<file path="config.mk">
export PLATFORM = sky130hd
export DESIGN_NAME = ics_sequencer
export DESIGN_NICKNAME = d
export VERILOG_FILES = /design/src/rtl/ics_pkg.sv /design/src/rtl/ics_sequencer.sv
export SDC_FILE = /design/constraint.sdc
export NUM_CORES = 1
export LEC_CHECK = 0
export BUFFER_PORTS_ARGS = -buffer_cell sky130_fd_sc_hd__buf_2
export CAP_MARGIN = 5
export CORE_ASPECT_RATIO = 0.6
export CORE_UTILIZATION = 45
export CTS_BUF_LIST = sky130_fd_sc_hd__clkbuf_2 sky130_fd_sc_hd__clkbuf_4 sky130_fd_sc_hd__clkbuf_8
export DETAILED_ROUTE_END_ITERATION = 10
export PLACE_DENSITY = 0.65
export SYNTH_ARGS = -nofsm -noshare
export SYNTH_HDL_FRONTEND = slang
export SYNTH_SLANG_ARGS = --single-unit
</file>
<file path="constraint.sdc">
create_clock -name mclk -period 8.8 [get_ports mclk]
set_clock_uncertainty 0.2 [all_clocks]
set_input_delay 0 -clock mclk [delete_from_list [all_inputs] [get_ports mclk]]
set_output_delay 0 -clock mclk [all_outputs]
set_load 0.02 [all_outputs]
</file>
<file path="src/rtl/ics_pkg.sv">
// package: constants, modes and carriers for the interval conversion sequencer
package ics_pkg;
   localparam int CLK_HZ = 10_000_000;
   localparam int CNT_W = 16;
   localparam int DLY_W = 12;
   // times in ns, as specified
   localparam int DEAD_NS = 5000;
   localparam int GATE_NS = 2000;
   localparam int STOP_DLY_MIN_NS = 1000;
   localparam int STOP_DLY_MAX_NS = 10000;
   localparam int TMO_SHORT_NS = 5000;
   localparam int TMO_LONG_NS = 120000;
   localparam int WSTB_NS = 100;
   // derived counts; least times round up, never below one cycle
   localparam int NS_PER_CLK = 1_000_000_000 / CLK_HZ;
   localparam int DEAD_CYC = (DEAD_NS + NS_PER_CLK - 1) / NS_PER_CLK;
   localparam int GATE_CYC = (GATE_NS + NS_PER_CLK - 1) / NS_PER_CLK;
   localparam int STOP_DLY_MIN_CYC = (STOP_DLY_MIN_NS + NS_PER_CLK - 1) / NS_PER_CLK;
   localparam int STOP_DLY_MAX_CYC = STOP_DLY_MAX_NS / NS_PER_CLK;
   localparam int TMO_SHORT_CYC = TMO_SHORT_NS / NS_PER_CLK;
   localparam int TMO_LONG_CYC = TMO_LONG_NS / NS_PER_CLK;
   localparam int WSTB_CYC = (WSTB_NS + NS_PER_CLK - 1) / NS_PER_CLK;
   // reset values
   localparam logic [CNT_W-1:0] CNT_RST = 16'h0000;
   localparam logic [DLY_W-1:0] DLY_RST = 12'h000;

   typedef enum logic [1:0] {
      ICS_STB_STOP,
      ICS_STB_START,
      ICS_STB_EXT
   } ics_stb_src_t;

   // configuration bits carried together
   typedef struct packed {
      ics_stb_src_t stb_src;
      logic [DLY_W-1:0] stop_dly_cyc;
      logic [DLY_W-1:0] start_dly_cyc;
      logic [DLY_W-1:0] gate_cyc;
      logic tmo_long;
      logic [CNT_W-1:0] full_scale;
      logic window_mode;
      logic accept_gating;
      logic coinc_mode;
      logic [CNT_W-1:0] lower_level_threshold;
      logic [CNT_W-1:0] upper_level_threshold;
   } ics_cfg_t;

   typedef struct packed {
      logic true_start;
      logic true_stop;
      logic busy;
   } ics_status_t;
endpackage

</file>
<file path="src/rtl/ics_sequencer.sv">
// interval conversion sequencer: start/stop timing, strobed readout, window check
`timescale 1ns/1ps
// What this block does
// - accepted start stays latched until the internal reset clears it
// - while latched, drive true start and count the interval
// - no stop before full scale flags overrange, resets without output
// - accepted stop freezes the count and holds it until readout or reset
// - stops are ignored unless a start is latched
// - accepted stop strobes the window checker and, in stop mode, the delay
// - stop mode delays the gate by a set time of 1 to 10 us
// - gate open for gate_cyc cycles (about 2 us when gate_cyc is zero) presents the value; reset when gate closes
// - after any internal reset, starts are refused for about 5 us
// - clearing the start latch also clears the stop latch
// - readout strobe comes from stop delay, start delay or external input
// - every strobe source fires one common gate generator
// - start mode: true start runs a configurable delay, then fires gate
// - external mode: positive strobe pulse fires the gate directly
// - outputs show true start, true stop and busy
// - no strobe after conversion resets after 5 or 120 us, no output
// - window check compares half the held value with both thresholds
// - window compare only on a fixed-width strobe started by the stop
// - above lower and not above upper asserts window accept
// - below lower or above upper gives no window accept
// - window mode upper limit is lower plus upper setting
// - with accept gating on, output only if window checker accepted
// - inhibit aborts measurement and blocks starts while asserted
// - anticoincidence refuses starts on gate; coincidence needs gate
// - external strobe before the stop is ignored
module ics_sequencer (
   // clock and reset
   input wire logic mclk,
   input wire logic rst_n,
   // pulse and level inputs
   input wire logic start_in,
   input wire logic stop_in,
   input wire logic ext_strobe_in,
   input wire logic gate_in,
   input wire logic inhibit_in,
   input wire logic sync_reset,
   // configuration
   input wire ics_pkg::ics_cfg_t cfg,
   // results
   output ics_pkg::ics_status_t status,
   output logic overrange,
   output logic gate_open,
   output logic [ics_pkg::CNT_W-1:0] out_value,
   output logic window_accept
);
   localparam int CW = ics_pkg::CNT_W;
   localparam int DW = ics_pkg::DLY_W;

   logic start_d_r, stop_d_r, ext_d_r;
   logic start_pe, stop_pe, ext_pe;
   logic start_lat_r, stop_lat_r, conv_done_r;
   logic [CW-1:0] cnt_r;
   logic [DW-1:0] sdly_r, tdly_r, gcnt_r;
   logic sdly_run_r, tdly_run_r, gate_r;
   logic [16:0] tmo_r;
   logic [15:0] dead_r;
   logic wstb_r;
   logic [7:0] wcnt_r;
   logic acc_r, win_r;
   logic ovr_hit, gate_end, tmo_hit, int_reset, gate_fire, start_ok;
   logic [DW-1:0] stop_dly_eff;
   logic [CW:0] half_val, upper_eff;
   logic [16:0] tmo_lim;

   // edge detection on clock-synchronous inputs
   always_ff @(posedge mclk or negedge rst_n) begin
      if (!rst_n) begin
         start_d_r <= 1'b0;
         stop_d_r <= 1'b0;
         ext_d_r <= 1'b0;
      end else begin
         start_d_r <= start_in;
         stop_d_r <= stop_in;
         ext_d_r <= ext_strobe_in;
      end
   end
   assign start_pe = start_in & ~start_d_r;
   assign stop_pe = stop_in & ~stop_d_r;
   assign ext_pe = ext_strobe_in & ~ext_d_r;

   // start gating: dead time, inhibit, coincidence choice
   assign start_ok = start_pe && !start_lat_r && dead_r == 16'h0000 && !inhibit_in
      && (cfg.coinc_mode ? gate_in : !gate_in);
   assign ovr_hit = start_lat_r && !stop_lat_r && cnt_r >= cfg.full_scale;
   assign gate_end = gate_r && gcnt_r == DW'(1);
   assign tmo_lim = cfg.tmo_long ? 17'(ics_pkg::TMO_LONG_CYC) : 17'(ics_pkg::TMO_SHORT_CYC);
   assign tmo_hit = conv_done_r && !gate_r && tmo_r >= tmo_lim;
   assign int_reset = ovr_hit || gate_end || tmo_hit || inhibit_in || sync_reset;

   // start latch holds until internal reset
   always_ff @(posedge mclk or negedge rst_n) begin
      if (!rst_n) begin
         start_lat_r <= 1'b0;
      end else if (int_reset) begin
         start_lat_r <= 1'b0;
      end else if (start_ok) begin
         start_lat_r <= 1'b1;
      end
   end

   // stop latch; one stop per conversion, cleared with the start latch
   always_ff @(posedge mclk or negedge rst_n) begin
      if (!rst_n) begin
         stop_lat_r <= 1'b0;
      end else if (int_reset || !start_lat_r) begin
         stop_lat_r <= 1'b0;
      end else if (stop_pe && !ovr_hit) begin
         stop_lat_r <= 1'b1;
      end
   end
   // a conversion is complete once the stop is taken
   assign conv_done_r = stop_lat_r;

   // interval count, frozen at stop
   always_ff @(posedge mclk or negedge rst_n) begin
      if (!rst_n) begin
         cnt_r <= ics_pkg::CNT_RST;
      end else if (int_reset || (start_ok && !start_lat_r)) begin
         cnt_r <= ics_pkg::CNT_RST;
      end else if (start_lat_r && !stop_lat_r && !(stop_pe)) begin
         cnt_r <= cnt_r + CW'(1);
      end
   end // held once stop_lat_r is set

   // dead time after any internal reset
   always_ff @(posedge mclk or negedge rst_n) begin
      if (!rst_n) begin
         dead_r <= 16'h0000;
      end else if (int_reset) begin
         dead_r <= 16'(ics_pkg::DEAD_CYC);
      end else if (dead_r != 16'h0000) begin
         dead_r <= dead_r - 16'h0001;
      end
   end

   // stop delay clamped to 1..10 us
   always_comb begin
      stop_dly_eff = cfg.stop_dly_cyc;
      if (cfg.stop_dly_cyc < DW'(ics_pkg::STOP_DLY_MIN_CYC)) begin
         stop_dly_eff = DW'(ics_pkg::STOP_DLY_MIN_CYC);
      end else if (cfg.stop_dly_cyc > DW'(ics_pkg::STOP_DLY_MAX_CYC)) begin
         stop_dly_eff = DW'(ics_pkg::STOP_DLY_MAX_CYC);
      end
   end

   // stop-referenced delay timer
   always_ff @(posedge mclk or negedge rst_n) begin
      if (!rst_n) begin
         sdly_r <= ics_pkg::DLY_RST;
         sdly_run_r <= 1'b0;
      end else if (int_reset) begin
         sdly_run_r <= 1'b0;
      end else if (start_lat_r && !stop_lat_r && stop_pe && !ovr_hit
                   && cfg.stb_src == ics_pkg::ICS_STB_STOP) begin
         sdly_r <= stop_dly_eff;
         sdly_run_r <= 1'b1;
      end else if (sdly_run_r) begin
         sdly_r <= sdly_r - DW'(1);
         if (sdly_r == DW'(1)) begin
            sdly_run_r <= 1'b0;
         end
      end
   end

   // start-referenced delay timer
   always_ff @(posedge mclk or negedge rst_n) begin
      if (!rst_n) begin
         tdly_r <= ics_pkg::DLY_RST;
         tdly_run_r <= 1'b0;
      end else if (int_reset) begin
         tdly_run_r <= 1'b0;
      end else if (start_ok && cfg.stb_src == ics_pkg::ICS_STB_START) begin
         tdly_r <= (cfg.start_dly_cyc == '0) ? DW'(1) : cfg.start_dly_cyc;
         tdly_run_r <= 1'b1;
      end else if (tdly_run_r) begin
         tdly_r <= tdly_r - DW'(1);
         if (tdly_r == DW'(1)) begin
            tdly_run_r <= 1'b0;
         end
      end
   end

   // one gate generator for all three sources; only after a stop
   always_comb begin
      case (cfg.stb_src)
         ics_pkg::ICS_STB_STOP: gate_fire = sdly_run_r && sdly_r == DW'(1);
         ics_pkg::ICS_STB_START: gate_fire = tdly_run_r && tdly_r == DW'(1);
         ics_pkg::ICS_STB_EXT: gate_fire = ext_pe;
         default: gate_fire = 1'b0;
      endcase
      // no conversion yet means no readout, including early external strobes
      gate_fire = gate_fire && stop_lat_r && !gate_r && !int_reset
         && (!cfg.accept_gating || acc_r);
   end

   // readout gate
   always_ff @(posedge mclk or negedge rst_n) begin
      if (!rst_n) begin
         gate_r <= 1'b0;
         gcnt_r <= ics_pkg::DLY_RST;
      end else if (gate_end || int_reset) begin
         gate_r <= 1'b0;
      end else if (gate_fire) begin
         gate_r <= 1'b1;
         gcnt_r <= (cfg.gate_cyc == '0) ? DW'(ics_pkg::GATE_CYC) : cfg.gate_cyc;
      end else if (gate_r) begin
         gcnt_r <= gcnt_r - DW'(1);
      end
   end

   // strobe timeout counter after conversion
   always_ff @(posedge mclk or negedge rst_n) begin
      if (!rst_n) begin
         tmo_r <= 17'h00000;
      end else if (!conv_done_r || int_reset) begin
         tmo_r <= 17'h00000;
      end else if (!gate_r) begin
         tmo_r <= tmo_r + 17'h00001;
      end
   end

   // window checker strobe of fixed width from the stop
   always_ff @(posedge mclk or negedge rst_n) begin
      if (!rst_n) begin
         wstb_r <= 1'b0;
         wcnt_r <= 8'h00;
      end else if (int_reset) begin
         wstb_r <= 1'b0;
      end else if (start_lat_r && !stop_lat_r && stop_pe && !ovr_hit) begin
         wstb_r <= 1'b1;
         wcnt_r <= 8'(ics_pkg::WSTB_CYC);
      end else if (wstb_r) begin
         wcnt_r <= wcnt_r - 8'h01;
         if (wcnt_r == 8'h01) begin
            wstb_r <= 1'b0;
         end
      end
   end

   assign half_val = {2'b00, cnt_r[CW-1:1]};
   assign upper_eff = cfg.window_mode
      ? {1'b0, cfg.lower_level_threshold} + {1'b0, cfg.upper_level_threshold}
      : {1'b0, cfg.upper_level_threshold};

   // window result, evaluated only while strobed
   always_ff @(posedge mclk or negedge rst_n) begin
      if (!rst_n) begin
         acc_r <= 1'b0;
         win_r <= 1'b0;
      end else if (int_reset) begin
         acc_r <= 1'b0;
         win_r <= 1'b0;
      end else if (wstb_r) begin
         acc_r <= half_val > {1'b0, cfg.lower_level_threshold} && half_val <= upper_eff;
         win_r <= half_val > {1'b0, cfg.lower_level_threshold} && half_val <= upper_eff;
      end else begin
         win_r <= 1'b0;
      end
   end

   // registered outputs
   always_ff @(posedge mclk or negedge rst_n) begin
      if (!rst_n) begin
         status <= '0;
         overrange <= 1'b0;
         gate_open <= 1'b0;
         out_value <= ics_pkg::CNT_RST;
         window_accept <= 1'b0;
      end else begin
         status.true_start <= start_lat_r && !int_reset;
         status.true_stop <= stop_lat_r && !int_reset;
         status.busy <= (start_lat_r && !int_reset) || dead_r != 16'h0000;
         overrange <= ovr_hit;
         // the closing cycle still counts toward the width; other resets cut the gate
         gate_open <= gate_r && (gate_end || !int_reset);
         out_value <= (gate_r && (gate_end || !int_reset)) ? cnt_r : ics_pkg::CNT_RST;
         window_accept <= win_r;
      end
   end
endmodule

</file>
### Word-level counts from Yosys, hierarchy flattened

Cells that the tools add are included.

| operators by class | value |
|---|---|
| bitwise gates (word level) | 8 |
| $add $sub $neg | 8 |
| equal/unequal tests | 7 |
| reduce and logical (&&, ||, !) cells | 65 |
| magnitude comparators | 6 |
| multiplexer cells | 45 |

Operators by type and width:

| operator | count |
|---|---|
| $mux 12 | 10 |
| $mux 16 | 5 |
| $mux 17 | 3 |
| $eq 12x1->1 const B | 3 |
| $sub 12x1->12 const B | 3 |
| $logic_and 1x1->1 | 26 |
| $logic_not 12->1 | 2 |
| $mux 1 | 23 |
| $reduce_bool 2->1 | 10 |
| $add 16x16->17 | 1 |
| $add 17x1->17 const B | 1 |
| $ge 17x11->1 | 1 |
| $le 15x17->1 | 1 |
| $add 16x1->16 const B | 1 |
| $ge 16x16->1 | 1 |
| $gt 15x16->1 | 1 |
| $logic_not 16->1 | 1 |
| $mux 8 | 2 |
| $reduce_bool 16->1 | 1 |
| $sub 16x1->16 const B | 1 |
| $gt 12x7->1 const B | 1 |
| $lt 12x4->1 const B | 1 |
| $logic_or 1x1->1 | 11 |
| $mux 11 | 1 |
| other kinds (11) | 28 |

| word-level totals | value |
|---|---|
| bits in registers | 126 |
| word-level logic and storage cells | 164 |
| input bits | 98 |
| output and inout bits | 22 |

### Depth between registers and ports, before layout

Gate-level depths: netlist of run 1.

| logic depth | value |
|---|---|
| depth after elaboration | 12 |
| gate-level depth with buffers | 16 |
| mapped depth without buffers | 16 |

### Least setup slack after synthesis of run 1

Ideal clock, no wire load.

| timing path | value |
|---|---|
| kind | input to register |
| from | input port cfg[0] (netlist bit) |
| to | register acc_r |
| setup time | 0.128 ns |
| buffers on the path | 0 |
| data required time | 8.472 ns |
| arrival time | 2.821 ns |
| setup slack | 5.650 ns |
| stages on the path | 16 |
| cell sequence | ha_1 fa_1 a211oi_1 o21ai_0 nor3b_1 or2_2 a21o_1 a211o_1 a41oi_1 ha_1 nand4_1 nor4_1 nor2_1 o21ai_0 a21oi_1 o21ai_0 |

| between the ends | value |
|---|---|
| longest elaborated chain between the ends | 6 |

Ends and longest elaborated chain:

| what | line | RTL |
|---|---|---|
| start, declared | ics_sequencer.sv:41 | `input wire ics_pkg::ics_cfg_t cfg,` |
| $add 16x16->17 | ics_sequencer.sv:245 | `? {1'b0, cfg.lower_level_threshold} + {1'b0, cfg.upper_level_threshold}` |
| $mux 17 * | ics_sequencer.sv:245 |  |
| $le 15x17->1 * | ics_sequencer.sv:257 | `acc_r <= half_val > {1'b0, cfg.lower_level_threshold} && half_val <= upper_eff;` |
| $logic_and 1x1->1 * | ics_sequencer.sv:257 |  |
| $mux 1 * | ics_sequencer.sv:256 | `end else if (wstb_r) begin` |
| $mux 1 * | ics_sequencer.sv:253 | `end else if (int_reset) begin` |
| end signal, assigned | ics_sequencer.sv:257 |  |
| end, declared | ics_sequencer.sv:62 | `logic acc_r, win_r;` |

Mark *: on every way between the ends. The rest lies on a longest branch, timed or not. The select of a mux whose other input is x is not followed.
A chain may end at the register's enable or synchronous reset.

### Final worst setup path of run 1

| timing path | value |
|---|---|
| from | register sdly_r[1] |
| to | register gcnt_r[7] |

| between the ends | value |
|---|---|
| longest elaborated chain between the ends | 9 |
| elaborated cells between the ends (all ways) | 10 |
| classes of those cells | eq/ne (1); mux (2); reduce/logical (7) |

Ends and longest elaborated chain:

| what | line | RTL |
|---|---|---|
| start, declared | ics_sequencer.sv:56 | `logic [DW-1:0] sdly_r, tdly_r, gcnt_r;` |
| start signal, assigned | ics_sequencer.sv:152 | `sdly_r <= ics_pkg::DLY_RST;` |
| start signal, assigned | ics_sequencer.sv:158 | `sdly_r <= stop_dly_eff;` |
| start signal, assigned | ics_sequencer.sv:161 | `sdly_r <= sdly_r - DW'(1);` |
| $eq 12x1->1 * | ics_sequencer.sv:189 | `ics_pkg::ICS_STB_STOP: gate_fire = sdly_run_r && sdly_r == DW'(1);` |
| $logic_and 1x1->1 * | ics_sequencer.sv:189 |  |
| $pmux 1 s3 * | ics_sequencer.sv:188 | `case (cfg.stb_src)` |
| $logic_and 1x1->1 * (3 in a row) | ics_sequencer.sv:195 | `gate_fire = gate_fire && stop_lat_r && !gate_r && !int_reset` |
| $logic_and 1x1->1 * | ics_sequencer.sv:196 | `&& (!cfg.accept_gating \|\| acc_r);` |
| $reduce_bool 2->1 (no line) | - |  |
| $reduce_and 2->1 (no line) | - |  |
| end signal, assigned | ics_sequencer.sv:203 | `gcnt_r <= ics_pkg::DLY_RST;` |
| end signal, assigned | ics_sequencer.sv:208 | `gcnt_r <= (cfg.gate_cyc == '0) ? DW'(ics_pkg::GATE_CYC) : cfg.gate_cyc;` |
| end signal, assigned | ics_sequencer.sv:210 | `gcnt_r <= gcnt_r - DW'(1);` |
| end, declared | ics_sequencer.sv:56 |  |

Mark *: on every way between the ends. The rest lies on a longest branch, timed or not.

==> impl_metrics.prom, run 1 <==
# TYPE chip_impl_metric gauge
chip_impl_info{name="status",value="finished with violations"} 1
chip_impl_info{name="violations",value="design-rule violations"} 1
chip_impl_metric{name="slew-limit-headroom",unit="%"} 25.16
chip_impl_info{name="reg2reg_to",value="gcnt_r[7]"} 1
chip_impl_metric{name="synth-seq-cells",unit=""} 126
chip_impl_metric{name="cts.sink_count",unit=""} 126
chip_impl_info{name="startpoint_type",value="flop"} 1
chip_impl_metric{name="placementRows",unit=""} 38
chip_impl_info{name="synthTopCellsByArea",value="sky130_fd_sc_hd__dfrtp_1 (37%), sky130_fd_sc_hd__ha_1 (11%), sky130_fd_sc_hd__nor2_1 (4.6%), sky130_fd_sc_hd__a21oi_1 (3.5%), sky130_fd_sc_hd__o21ai_0 (3.3%)"} 1
chip_impl_metric{name="r2r.worst_path.cells",unit=""} 11
chip_impl_metric{name="routed_wire_length_per_instance",unit="microns"} 15.98
chip_impl_metric{name="clk_path_buf_depth",unit=""} 2
chip_impl_metric{name="antenna_violating_nets_post_route",unit=""} 0
chip_impl_metric{name="worst-endpoint-arrival",unit="ns"} 4.56
chip_impl_metric{name="yosys_warnings",unit=""} 0
chip_impl_metric{name="postCtsHoldBufs",unit=""} 61
chip_impl_metric{name="start_util",unit="%"} 46.63
chip_impl_metric{name="post_route_core_utilization",unit="%"} 56.75
chip_impl_metric{name="layout_worst_path_cycle_share",unit="%"} 50.62
chip_impl_metric{name="synth_compound_gate_area_share",unit="%"} 14.72
chip_impl_info{name="path_cells",value="inv_1 -> ha_1 -> or4b_2 -> nor4_1 -> a221oi_1 -> nor4_4 -> nor2_1 -> a21oi_1 -> dlygate4sd3_1 -> nand3_1 -> dlygate4sd3_1"} 1
chip_impl_info{name="critical_path_class",value="flop to flop"} 1
chip_impl_metric{name="grt_remaining_overflow",unit=""} 0
chip_impl_info{name="layout.cells.most_common",value="sky130_fd_sc_hd__dfrtp_1"} 1
chip_impl_metric{name="final-hold-violation-count",unit=""} 0
chip_impl_metric{name="dieHeight",unit="microns"} 108.7
chip_impl_metric{name="route.final.wire_length",unit="microns"} 22120
chip_impl_metric{name="cellPowerDensity",unit="nW/um^2"} 123.9
chip_impl_metric{name="cts_made_buffers",unit=""} 17
chip_impl_metric{name="synth_simple_gate_area_share",unit="%"} 23.51
chip_impl_info{name="timing.critical_path.to_type",value="flop"} 1
chip_impl_metric{name="worst_slew_pin_slew",unit="ns"} 1.120
chip_impl_metric{name="synth_enable_flop_cells",unit=""} 0
chip_impl_info{name="hold_path.startpoint",value="stop_in"} 1
chip_impl_metric{name="post_drt_via_cell_ratio",unit=""} 5.415
chip_impl_metric{name="post-cts-setup-buffers",unit=""} 0
chip_impl_metric{name="grt_max_degree",unit=""} 77
chip_impl_metric{name="yosys-mux-area-fraction",unit="%"} 3.283
chip_impl_info{name="critPathMostFrequentCell",value="sky130_fd_sc_hd__dlygate4sd3_1"} 1
chip_impl_info{name="tritoncts_clock_tree",value="done"} 1
chip_impl_metric{name="final_layout_size_suffix_gt1_share",unit="%"} 16.96
chip_impl_metric{name="grt_pass1_vias",unit=""} 6828
chip_impl_info{name="synthFlopType",value="sky130_fd_sc_hd__dfrtp_1"} 1
chip_impl_metric{name="min_delay_path_depth",unit=""} 2
chip_impl_metric{name="grt_pass1_wl",unit="microns"} 35770
chip_impl_metric{name="io_pins",unit=""} 120
chip_impl_metric{name="timing.setup.tns",unit="ns"} 0
chip_impl_metric{name="worst-path-max-fanout",unit=""} 19
chip_impl_metric{name="drt-initial-drc-count",unit=""} 541
chip_impl_metric{name="initial_antenna_violation_count",unit=""} 0
chip_impl_info{name="cts-root-buf",value="sky130_fd_sc_hd__clkbuf_8"} 1
chip_impl_info{name="most-common-layout-cells",value="sky130_fd_sc_hd__dfrtp_1 (126), sky130_fd_sc_hd__buf_2 (118), sky130_fd_sc_hd__nor2_1 (104)"} 1
chip_impl_metric{name="grt_use_total",unit="%"} 23.33
chip_impl_metric{name="die_width",unit="microns"} 179.8
chip_impl_metric{name="portion_of_synthesized_cell_area_occupied_by_the_leading_cell_type",unit="%"} 36.94
chip_impl_metric{name="yosys.area_share.xor_xnor",unit="%"} 5.951
chip_impl_metric{name="async_flop_share",unit="%"} 100.0
chip_impl_metric{name="synth_cell_area",unit="sq um"} 8536
chip_impl_metric{name="postCtsResizedCells",unit=""} 0
chip_impl_metric{name="static-leakage-power",unit="nW"} 4.890
chip_impl_metric{name="worstPathRequired",unit="ns"} 8.91
chip_impl_metric{name="route.detailed.drc",unit=""} 8
chip_impl_metric{name="power.ir.vdd_worst",unit="uV"} 88.31
chip_impl_metric{name="setup_viol",unit=""} 0
chip_impl_metric{name="detailed_routing_iterations_pass_1",unit=""} 8
chip_impl_metric{name="synth_sequential_area_ratio",unit="%"} 36.94
chip_impl_metric{name="synth_cell_types",unit=""} 74
chip_impl_info{name="worst_hold_path_type",value="primary input to flop"} 1
chip_impl_metric{name="finalCriticalPeriod",unit="ns"} 4.454
chip_impl_metric{name="regArea",unit="sq um"} 3153
chip_impl_metric{name="synth_fa_ha_area_share",unit="%"} 11.37
chip_impl_metric{name="finish.net_count",unit=""} 1308
chip_impl_info{name="r2r-start",value="sdly_r[1]"} 1
chip_impl_metric{name="cts.reportedPaths.clkPinSlew",unit="ns"} 0.07
chip_impl_metric{name="timing.fmax",unit="MHz"} 224.5
chip_impl_info{name="grt_setup_unrepaired",value="no"} 1
chip_impl_metric{name="buffer_ports.inserted",unit=""} 119
chip_impl_info{name="whs_endpoint",value="stop_d_r"} 1
chip_impl_metric{name="insertion_delay",unit="ns"} 0.43
chip_impl_metric{name="netlist_instances",unit=""} 957
chip_impl_metric{name="routed-via-count",unit=""} 7495
chip_impl_metric{name="multi_input_area",unit="sq um"} 5027
chip_impl_metric{name="ff2ff_setup_slack",unit="ns"} 4.35
chip_impl_info{name="yosysTopAreaCell",value="sky130_fd_sc_hd__dfrtp_1"} 1
chip_impl_metric{name="syn_to_final_growth",unit="%"} 21.71
chip_impl_metric{name="placeableCoreArea",unit="sq um"} 18310
chip_impl_info{name="timing.critical_path.slowest_stage_cell",value="sky130_fd_sc_hd__nor4_4"} 1
chip_impl_metric{name="postSynthNetCount",unit=""} 1132
chip_impl_metric{name="cts.htree.levels",unit=""} 4
chip_impl_metric{name="n_antenna_cell",unit=""} 0
chip_impl_metric{name="filler_cell_count_in_the_final_layout",unit=""} 1662
chip_impl_metric{name="gp_congestion",unit=""} 0.9186
chip_impl_info{name="synth_top_family_by_area",value="simple AND/OR/NAND/NOR gates"} 1
chip_impl_metric{name="max_cap_violations",unit=""} 0
chip_impl_metric{name="timing_max_transition_violations_final",unit=""} 0
chip_impl_metric{name="place.detailed.hpwl",unit="microns"} 16080
chip_impl_metric{name="fp.dieArea",unit="sq um"} 19540
chip_impl_metric{name="cp_slowest_stage_delay",unit="ns"} 0.80
chip_impl_metric{name="avgSynthCellArea",unit="sq um"} 8.919
[metrics by stage]
stage	instances	area (sq um)	total power (W)	hold WS, ns	setup WS [ns]
after global placement	1293	9345	0.0007468	-0.1129	5.218
after CTS	1384	10390	0.001299	0.003976	4.378
final	1384	10390	0.001287	0.03734	4.346
after global routing	1384	10390	0.001345	0.01000	4.018
after floorplan	957	8536	0.0006811	-0.4956	5.650
after detailed placement	1293	9345	0.0007470	-0.1191	5.060
[cell usage after synthesis, drive strengths merged (19+ instances only)]
cell,n
a21oi,60
and2,21
dfrtp,126
ha,76
inv,63
mux2i,19
nand2,63
nand3,22
nor2,104
nor3,31
nor4,22
o21ai,56
xnor2,29
xor2,29
[routing by layer]
layer / track usage (%) / vias to the layer above / share of wire, % / routed length, microns
met2: 30.46 / 211 / 38 / 8432
met5: 0 / - / 0 / 0
met1: 37.75 / 3492 / 56 / 12390
met3: 5.210 / 5 / 5.7 / 1252
li1: - / 3787 / - / -
met4: 4.865 / 0 / 0.23 / 51
[layout make-up]
class	count	share of cell area, %
clock buffer	25	3.252
clock inverter	5	0.7467
inverter	63	2.276
multi-input combinational	741	48.39
sequential	126	30.35
tap	240	2.891
timing repair buffer	184	12.09
[kinds of logic (layout without fill, tap and decap cells)]
family,Yosys count,after routing
flops,126,126
compound gates,199,199
mux,27,27
buf+inv,90,277
simple gates,380,380
fa+ha+maj,77,77
xor+xnor,58,58
[worst max-delay path by stage]
stage                    from        end  slack [ns]
finish              sdly_r[1]  gcnt_r[7]        4.35
global placement       cfg[0]      acc_r        5.22
global route        sdly_r[1]  gcnt_r[7]        4.02
detailed placement     cfg[1]      acc_r        5.06
floorplan              cfg[0]      acc_r        5.65
CTS                 sdly_r[1]  gcnt_r[5]        4.38
[critical path: cells and delay by family (launching register included)]
kind                     cells  cell delay (ns)
flip-flops                   1             0.41
adder cells (fa/ha/maj)      1             0.13
AND/OR/NAND/NOR              5             1.94
buffers and inverters        3             1.23
AO/OA/AOI/OAI                2             0.42
[sequential cells by signal (all words and copies together) (netlist names), 3 cells and up]
signal     cells
gcnt_r        12
tdly_r        12
out_value     16
tmo_r         17
cnt_r         16
sdly_r        12
wcnt_r         8
status         3
dead_r        16
[power by group]
| group | switching, W | internal [W] | total, W |
|---|---|---|---|
| Clock | 0.000226 | 0.000305 | 0.000530 |
| Combinational | 0.0000965 | 0.0000785 | 0.000175 |
| Sequential | 0.00000114 | 0.000581 | 0.000582 |
| Total | 0.000323 | 0.000964 | 0.00129 |
Note: power is estimated with default switching activity, not from simulation.
==> run 2, diff against run 1 <==
--- a/config.mk
+++ b/config.mk
@@ -5,13 +5,14 @@
 export SDC_FILE = /design/constraint.sdc
 export NUM_CORES = 1
 export LEC_CHECK = 0
+export ABC_AREA = 1
 export BUFFER_PORTS_ARGS = -buffer_cell sky130_fd_sc_hd__buf_2
 export CAP_MARGIN = 5
 export CORE_ASPECT_RATIO = 0.6
 export CORE_UTILIZATION = 45
 export CTS_BUF_LIST = sky130_fd_sc_hd__clkbuf_2 sky130_fd_sc_hd__clkbuf_4 sky130_fd_sc_hd__clkbuf_8
 export DETAILED_ROUTE_END_ITERATION = 10
-export PLACE_DENSITY = 0.65
+export PLACE_DENSITY = 0.67
 export SYNTH_ARGS = -nofsm -noshare
 export SYNTH_HDL_FRONTEND = slang
 export SYNTH_SLANG_ARGS = --single-unit
==> constraint.sdc (replaced) <==
create_clock -name mclk -period 3.9 [get_ports mclk]
set_clock_uncertainty 0.2 [all_clocks]
set_input_delay 0 -clock mclk [delete_from_list [all_inputs] [get_ports mclk]]
set_output_delay 0 -clock mclk [all_outputs]
set_load 0.02 [all_outputs]
==> run 2 against run 1 <==
Against the previous run:
- the run now ends clean
- worst hold slack worse by 0.023 ns
- critical path depth stayed put
- total power is 120% higher
- sequential power is 130% higher
- largest power group unchanged
- combinational power is 120% higher
- area after synthesis is 7.2% higher
- worst setup slack worse by 3.9 ns
- wire length is 6.5% higher
- non-clock buffer count is 1 higher
- sequential share of layout area is 1.7 points lower
- cell area is 5.8% higher
- die area is 7.1% higher
==> impl_metrics.prom, run 2 <==
# TYPE chip_impl_metric gauge
chip_impl_metric{name="yosys_warnings",unit=""} 0
chip_impl_metric{name="cellPowerDensity",unit="nW/um^2"} 261.4
chip_impl_metric{name="grt_pass1_wl",unit="microns"} 39010
chip_impl_metric{name="number_of_standard_cells_in_the_final_layout_excluding_fillers",unit=""} 1710
chip_impl_metric{name="synth_enable_flop_cells",unit=""} 0
chip_impl_info{name="grt_setup_unrepaired",value="no"} 1
chip_impl_metric{name="syn_to_final_growth",unit="%"} 20.07
chip_impl_info{name="largest_register",value="tmo_r"} 1
chip_impl_metric{name="placementRows",unit=""} 39
chip_impl_metric{name="die_width",unit="microns"} 186.1
chip_impl_metric{name="post-cts-setup-buffers",unit=""} 0
chip_impl_metric{name="power.ir.vdd_worst",unit="uV"} 205.2
chip_impl_info{name="worst_hold_path_type",value="primary input to async pin"} 1
chip_impl_metric{name="fp.dieArea",unit="sq um"} 20930
chip_impl_metric{name="cts_made_buffers",unit=""} 17
chip_impl_metric{name="io_pins",unit=""} 120
chip_impl_info{name="timing.critical_path.slowest_stage_cell",value="sky130_fd_sc_hd__dlygate4sd3_1"} 1
chip_impl_metric{name="postCtsHoldBufs",unit=""} 61
chip_impl_info{name="most-common-layout-cells",value="sky130_fd_sc_hd__nand2_1 (309), sky130_fd_sc_hd__inv_1 (184), sky130_fd_sc_hd__nor2_1 (148)"} 1
chip_impl_info{name="layout.cells.most_common",value="sky130_fd_sc_hd__nand2_1"} 1
chip_impl_metric{name="place.detailed.hpwl",unit="microns"} 17660
chip_impl_metric{name="routed_wire_length_per_instance",unit="microns"} 13.78
chip_impl_metric{name="grt_max_degree",unit=""} 104
chip_impl_info{name="startpoint_type",value="flop"} 1
chip_impl_info{name="yosysTopAreaCell",value="sky130_fd_sc_hd__dfrtp_1"} 1
chip_impl_metric{name="avgSynthCellArea",unit="sq um"} 7.328
chip_impl_metric{name="timing.fmax",unit="MHz"} 289.9
chip_impl_metric{name="filler_cell_count_in_the_final_layout",unit=""} 1845
chip_impl_metric{name="post_drt_via_cell_ratio",unit=""} 4.929
chip_impl_metric{name="grt_remaining_overflow",unit=""} 0
chip_impl_info{name="post-synth-top-count-cell",value="sky130_fd_sc_hd__nand2_1"} 1
chip_impl_info{name="cts-root-buf",value="sky130_fd_sc_hd__clkbuf_8"} 1
chip_impl_metric{name="worst-endpoint-arrival",unit="ns"} 3.60
chip_impl_metric{name="setup_viol",unit=""} 0
chip_impl_metric{name="synth_cell_types",unit=""} 47
chip_impl_metric{name="grt_pass1_vias",unit=""} 7730
chip_impl_metric{name="postSynthNetCount",unit=""} 1424
chip_impl_metric{name="start_util",unit="%"} 47.01
chip_impl_metric{name="layout_worst_path_cycle_share",unit="%"} 88.46
chip_impl_metric{name="cts.htree.levels",unit=""} 4
chip_impl_info{name="post_synth_top_cells",value="sky130_fd_sc_hd__nand2_1 (309), sky130_fd_sc_hd__inv_1 (184), sky130_fd_sc_hd__nor2_1 (148)"} 1
chip_impl_metric{name="async_flop_share",unit="%"} 100.0
chip_impl_metric{name="finish.net_count",unit=""} 1606
chip_impl_info{name="synthFlopType",value="sky130_fd_sc_hd__dfrtp_1"} 1
chip_impl_metric{name="antenna_violating_nets_post_route",unit=""} 0
chip_impl_metric{name="final-hold-violation-count",unit=""} 0
chip_impl_metric{name="route.detailed.drc",unit=""} 0
chip_impl_metric{name="numPlacedInstances",unit=""} 1617
chip_impl_metric{name="route.final.wire_length",unit="microns"} 23570
chip_impl_info{name="tritoncts_clock_tree",value="done"} 1
chip_impl_metric{name="netlist_instances",unit=""} 1249
chip_impl_metric{name="grt_use_total",unit="%"} 23.75
chip_impl_info{name="status",value="finished clean"} 1
chip_impl_metric{name="portion_of_synthesized_cell_area_occupied_by_the_leading_cell_type",unit="%"} 34.45
chip_impl_metric{name="largest_register_ff_count",unit=""} 17
chip_impl_metric{name="insertion_delay",unit="ns"} 0.45
chip_impl_info{name="synthTopCellsByArea",value="sky130_fd_sc_hd__dfrtp_1 (34%), sky130_fd_sc_hd__nand2_1 (13%), sky130_fd_sc_hd__ha_1 (10%), sky130_fd_sc_hd__inv_1 (7.5%), sky130_fd_sc_hd__nor2_1 (6.1%)"} 1
chip_impl_metric{name="postCtsResizedCells",unit=""} 0
chip_impl_metric{name="dieHeight",unit="microns"} 112.5
chip_impl_info{name="path_cells",value="ha_1 -> a21oi_1 -> o21ai_0 -> a21oi_1 -> nand3_1 -> nand2_1 -> buf_4 -> nand3_1 -> o21ai_0 -> dlygate4sd3_1 -> nor2_1"} 1
chip_impl_metric{name="routed-via-count",unit=""} 8428
chip_impl_metric{name="drt-initial-drc-count",unit=""} 686
chip_impl_metric{name="n_antenna_cell",unit=""} 0
chip_impl_metric{name="worstPathRequired",unit="ns"} 4.05
chip_impl_metric{name="synth_cell_area",unit="sq um"} 9153
chip_impl_metric{name="cp_slowest_stage_delay",unit="ns"} 0.61
chip_impl_metric{name="timing_max_transition_violations_final",unit=""} 0
chip_impl_metric{name="static-leakage-power",unit="nW"} 5.912
chip_impl_metric{name="clk_path_buf_depth",unit=""} 2
chip_impl_metric{name="final_layout_size_suffix_gt1_share",unit="%"} 14.06
chip_impl_metric{name="placeableCoreArea",unit="sq um"} 19470
chip_impl_metric{name="worst-path-max-fanout",unit=""} 22
chip_impl_metric{name="finalCriticalPeriod",unit="ns"} 3.450
chip_impl_metric{name="cts.reportedPaths.clkPinSlew",unit="ns"} 0.08
chip_impl_metric{name="initial_antenna_violation_count",unit=""} 0
chip_impl_info{name="timing.critical_path.to_type",value="flop"} 1
chip_impl_metric{name="timing.setup.tns",unit="ns"} 0
chip_impl_metric{name="buffer_ports.inserted",unit=""} 119
chip_impl_metric{name="gp_congestion",unit=""} 0.9398
chip_impl_info{name="critical_path_class",value="flop to flop"} 1
chip_impl_metric{name="worst_slew_pin_slew",unit="ns"} 0.9400
chip_impl_metric{name="cts.sink_count",unit=""} 126
chip_impl_metric{name="synth_sequential_area_ratio",unit="%"} 34.45
chip_impl_metric{name="detailed_routing_iterations_pass_1",unit=""} 6
chip_impl_metric{name="synth-seq-cells",unit=""} 126
chip_impl_metric{name="max_cap_violations",unit=""} 0
chip_impl_metric{name="slew-limit-headroom",unit="%"} 37.33
run 2: where the power goes:
group / switching (W) / internal [W]
combinational: 0.000224 / 0.000156
clock: 0.000560 / 0.000622
sequential: 0.00000175 / 0.00131
total: 0.000785 / 0.00209
run 2: critical path, delay by kind of cell, from the launching register on:
kind | cells | cell delay [ns]
AO/OA/AOI/OAI | 4 | 0.84
AND/OR/NAND/NOR | 4 | 0.64
adder cells (fa/ha/maj) | 1 | 0.32
buffers and inverters | 2 | 0.88
flip-flops | 1 | 0.46
run 2: cell type report:
class / instances / area (sq um) / share of cell area [%]
sequential: 126 / 3153 / 28.69
clock buffer: 20 / 275.3 / 2.505
clock inverter: 12 / 135.1 / 1.230
tap: 266 / 332.8 / 3.029
inverter: 187 / 701.9 / 6.387
multi-input combinational: 914 / 5141 / 46.78
timing repair buffer: 185 / 1250 / 11.37
run 2: worst paths after layout:
path | end | cells after the start | slack (ns) | start
max | gcnt_r[8] | 11 | 0.45 | cnt_r[15]
max in group asynchronous | sdly_r[1] | 3 | 2.55 | rst_n
min reg2reg | window_accept | 0 | 0.15 | win_r
min | out_value[7] | 2 | 0.01 | rst_n
min in group mclk | sdly_r[1] | 7 | 0.03 | cfg[89]
max reg2reg | gcnt_r[8] | 11 | 0.45 | cnt_r[15]
run 2: cell families (layout without fill, tap and decap cells):
logic type	after synthesis	count (layout)	share of synthesized area, %
DFF	126	126	34.45
AOI/OAI and AO/OA	108	108	6.863
muxes	12	12	1.312
adders and majority gates	77	77	10.61
xor gates and xnor gates	66	66	6.316
and+or+nand+nor	651	651	31.07
buffers and inverters	209	404	9.378
run 2: routing by layer:
layer,global-route usage [%],up-vias,part of all wire (%)
met2,31.79,219,39
li1,-,4370,-
met3,5.029,25,5.0
met1,38.25,3814,55
met5,0,-,0
met4,4.645,0,0.78
run 2: stage by stage:
stage               power, W  util, %  worst slack (ns)  area, sq um  hold WS, ns
detailed placement  0.001677    51.20            0.6986         9968     -0.07098
global route        0.003007    56.44            0.1946        10990      0.01006
CTS                 0.002892    56.44            0.5359        10990     0.002386
global placement    0.001671    51.20            0.8170         9968     -0.07375
finish              0.002873    56.44            0.4501        10990      0.01456
floorplan           0.001536        -             1.366         9153      -0.4956
==> run 3, diff against run 2 <==
--- a/config.mk
+++ b/config.mk
@@ -6,7 +6,7 @@
 export NUM_CORES = 1
 export LEC_CHECK = 0
 export ABC_AREA = 1
-export BUFFER_PORTS_ARGS = -buffer_cell sky130_fd_sc_hd__buf_2
+export BUFFER_PORTS_ARGS = -buffer_cell sky130_fd_sc_hd__clkbuf_2
 export CAP_MARGIN = 5
 export CORE_ASPECT_RATIO = 0.6
 export CORE_UTILIZATION = 45
==> run 3 against run 2 <==
Against the previous run:
- die area unchanged
- sequential cell count unchanged
- clock-buffer cell count decreased by 3
- largest power group unchanged
- wire length increased by 0.21%
- non-clock buffer count decreased by 2
- cell count decreased by 0.18%
- first-iteration DRC count increased by 16%
- worst setup slack got worse by 0.11 ns
==> impl_metrics.prom, run 3 (same netlist as run 2, synthesis figures left out) <==
# TYPE chip_impl_metric gauge
chip_impl_info{name="status",value="finished clean"} 1
chip_impl_metric{name="grt_remaining_overflow",unit=""} 0
chip_impl_metric{name="die_width",unit="microns"} 186.1
chip_impl_metric{name="timing.fmax",unit="MHz"} 281.0
chip_impl_metric{name="n_antenna_cell",unit=""} 0
chip_impl_metric{name="placeableCoreArea",unit="sq um"} 19470
chip_impl_metric{name="fin_area",unit="sq um"} 10900
chip_impl_info{name="grt_setup_unrepaired",value="no"} 1
chip_impl_metric{name="power_switching_share",unit="%"} 29.67
chip_impl_metric{name="cellPowerDensity",unit="nW/um^2"} 249.0
chip_impl_info{name="worst_hold_path_type",value="primary input to async pin"} 1
chip_impl_metric{name="timing_max_transition_violations_final",unit=""} 0
chip_impl_metric{name="syn_to_final_growth",unit="%"} 19.14
chip_impl_metric{name="worst-endpoint-arrival",unit="ns"} 3.70
chip_impl_metric{name="drt-initial-drc-count",unit=""} 793
chip_impl_metric{name="fp.dieArea",unit="sq um"} 20930
chip_impl_metric{name="finalCriticalPeriod",unit="ns"} 3.558
chip_impl_metric{name="largest_register_ff_count",unit=""} 17
chip_impl_metric{name="ff2ff_setup_slack",unit="ns"} 0.34
chip_impl_metric{name="place_area",unit="sq um"} 9976
chip_impl_metric{name="final_layout_size_suffix_gt1_share",unit="%"} 14.09
chip_impl_metric{name="power_switching",unit="W"} 0.0008055
chip_impl_metric{name="clk_path_buf_depth",unit=""} 2
chip_impl_metric{name="dieHeight",unit="microns"} 112.5
chip_impl_info{name="largest_register",value="tmo_r"} 1
chip_impl_metric{name="slew-limit-headroom",unit="%"} 38.09
chip_impl_metric{name="grt_pass1_vias",unit=""} 7686
chip_impl_metric{name="placementRows",unit=""} 39
chip_impl_metric{name="cts.htree.levels",unit=""} 4
chip_impl_metric{name="timing.setup.tns",unit="ns"} 0
chip_impl_metric{name="regArea",unit="sq um"} 3153
chip_impl_metric{name="met2_wirelength",unit="microns"} 9192
chip_impl_metric{name="grt_pass1_wl",unit="microns"} 39010
chip_impl_metric{name="power.share.combinational",unit="%"} 14.0
chip_impl_metric{name="multi_input_area",unit="sq um"} 5141
chip_impl_metric{name="worstPathRequired",unit="ns"} 4.05
chip_impl_metric{name="dr_wl_met3",unit="microns"} 1262
chip_impl_metric{name="buffer_ports.inserted",unit=""} 119
chip_impl_metric{name="filler_cell_count_in_the_final_layout",unit=""} 1788
chip_impl_info{name="startpoint_type",value="flop"} 1
chip_impl_metric{name="postCtsResizedCells",unit=""} 0
chip_impl_info{name="tritoncts_clock_tree",value="done"} 1
chip_impl_metric{name="setup_viol",unit=""} 0
chip_impl_metric{name="worst_slew_pin_slew",unit="ns"} 0.9287
chip_impl_info{name="layout.cells.most_common",value="sky130_fd_sc_hd__nand2_1"} 1
chip_impl_info{name="most-common-layout-cells",value="sky130_fd_sc_hd__nand2_1 (309), sky130_fd_sc_hd__inv_1 (184), sky130_fd_sc_hd__nor2_1 (148)"} 1
chip_impl_metric{name="route.final.wire_length",unit="microns"} 23620
chip_impl_metric{name="drt-met1-wl",unit="microns"} 13020
chip_impl_metric{name="post_drt_via_cell_ratio",unit=""} 4.919
chip_impl_metric{name="grt_max_degree",unit=""} 103
chip_impl_metric{name="power.ir.vdd_worst",unit="uV"} 209.5
chip_impl_metric{name="worst-path-max-fanout",unit=""} 22
chip_impl_metric{name="finish.net_count",unit=""} 1604
chip_impl_metric{name="max_cap_violations",unit=""} 0
chip_impl_metric{name="static-leakage-power",unit="nW"} 5.868
chip_impl_info{name="path_cells",value="ha_1 -> nand2_1 -> inv_1 -> nor2_1 -> o21ai_0 -> a21oi_1 -> nand3_1 -> nand2_1 -> buf_4 -> nand3_1 -> o21ai_0 -> dlygate4sd3_1 -> nor2_1"} 1
chip_impl_info{name="maxUsedRoutingLayer",value="met4"} 1
chip_impl_metric{name="initial_antenna_violation_count",unit=""} 0
chip_impl_metric{name="r2r.worst_path.cells",unit=""} 13
chip_impl_metric{name="antenna_violating_nets_post_route",unit=""} 0
chip_impl_metric{name="io_pins",unit=""} 120
chip_impl_metric{name="detailed_routing_iterations_pass_1",unit=""} 8
chip_impl_metric{name="final-hold-violation-count",unit=""} 0
chip_impl_info{name="reg2reg_to",value="gcnt_r[8]"} 1
chip_impl_info{name="r2r-start",value="cnt_r[13]"} 1
chip_impl_metric{name="routed-via-count",unit=""} 8397
chip_impl_metric{name="gp_congestion",unit=""} 0.9234
chip_impl_metric{name="route.detailed.drc",unit=""} 0
chip_impl_metric{name="cp_slowest_stage_delay",unit="ns"} 0.59
chip_impl_info{name="timing.critical_path.slowest_stage_cell",value="sky130_fd_sc_hd__dlygate4sd3_1"} 1
chip_impl_metric{name="pwr-share-clk",unit="%"} 37.7
chip_impl_metric{name="cts.reportedPaths.clkPinSlew",unit="ns"} 0.08
chip_impl_info{name="cts-root-buf",value="sky130_fd_sc_hd__clkbuf_8"} 1
chip_impl_metric{name="internal-power",unit="W"} 0.001910
chip_impl_metric{name="start_util",unit="%"} 47.01
chip_impl_metric{name="routed_wire_length_per_instance",unit="microns"} 13.83
chip_impl_metric{name="place.detailed.hpwl",unit="microns"} 17730
chip_impl_metric{name="share_seq_of_total_power",unit="%"} 48.3
chip_impl_metric{name="cts_made_buffers",unit=""} 17
chip_impl_info{name="timing.critical_path.to_type",value="flop"} 1
chip_impl_info{name="critical_path_class",value="flop to flop"} 1
chip_impl_metric{name="fin_hold_ws",unit="ns"} 0.01744
chip_impl_metric{name="grt_use_total",unit="%"} 23.62
chip_impl_metric{name="layout_worst_path_cycle_share",unit="%"} 91.24
chip_impl_metric{name="insertion_delay",unit="ns"} 0.44
chip_impl_metric{name="cts.sink_count",unit=""} 126
run 3: cell type report:
| class | instances | area share (%) |
|---|---|---|
| multi-input cells | 914 | 47.15 |
| flip-flops and latches | 126 | 28.92 |
| repair buffers | 183 | 11.26 |
| inverters | 187 | 6.437 |
| well taps | 266 | 3.052 |
| clock buffers | 17 | 2.146 |
| clock inverters | 14 | 1.044 |
run 3: stage by stage:
| step | total power (W) | cells | util, % | setup slack [ns] |
|---|---|---|---|---|
| after floorplan | 0.001536 | 1249 | - | 1.366 |
| after global placement | 0.001672 | 1618 | 51.24 | 0.8215 |
| after detailed placement | 0.001677 | 1618 | 51.24 | 0.6433 |
| after CTS | 0.002734 | 1707 | 56.01 | 0.4263 |
| after global routing | 0.002842 | 1707 | 56.01 | 0.2255 |
| final | 0.002715 | 1707 | 56.01 | 0.3416 |
run 3: how the worst max path moves through the flow:
| stage | endpoint | from |
|---|---|---|
| floorplan | acc_r | cfg[0] |
| global placement | wcnt_r[4] | tmo_r[7] |
| detailed placement | wcnt_r[2] | tmo_r[7] |
| CTS | gcnt_r[8] | cnt_r[15] |
| global route | gcnt_r[8] | cnt_r[15] |
| finish | gcnt_r[8] | cnt_r[13] |
run 3: power by group through the flow:
stage	Clock [W]	Sequential (W)	Combinational [W]
floorplan	0	0.00134	0.000200
CTS	0.00105	0.00131	0.000375
global route	0.00110	0.00131	0.000428
finish	0.00102	0.00131	0.000380
global placement	0	0.00134	0.000336
detailed placement	0	0.00134	0.000340
run 3: worst max-delay path, delay by kind of cell, from the launching register on:
kind                       cells  cell delay [ns]
DFF                            1             0.47
and+or+nand+nor                6             0.87
buffers and inverters          3             0.89
AOI/OAI and AO/OA              3             0.69
adders and majority gates      1             0.32
run 3: repair_timing:
item | in CTS | in global routing
hold endpoints to repair | 156 | 0
setup buffers | 0 | 0
hold buffers | 58 | 0
run 3: metal layers:
layer,vias to the layer above,GRT usage (%)
li1,4360,-
met1,3787,38.26
met2,230,31.94
met3,20,4.348
met4,0,4.426
met5,-,0
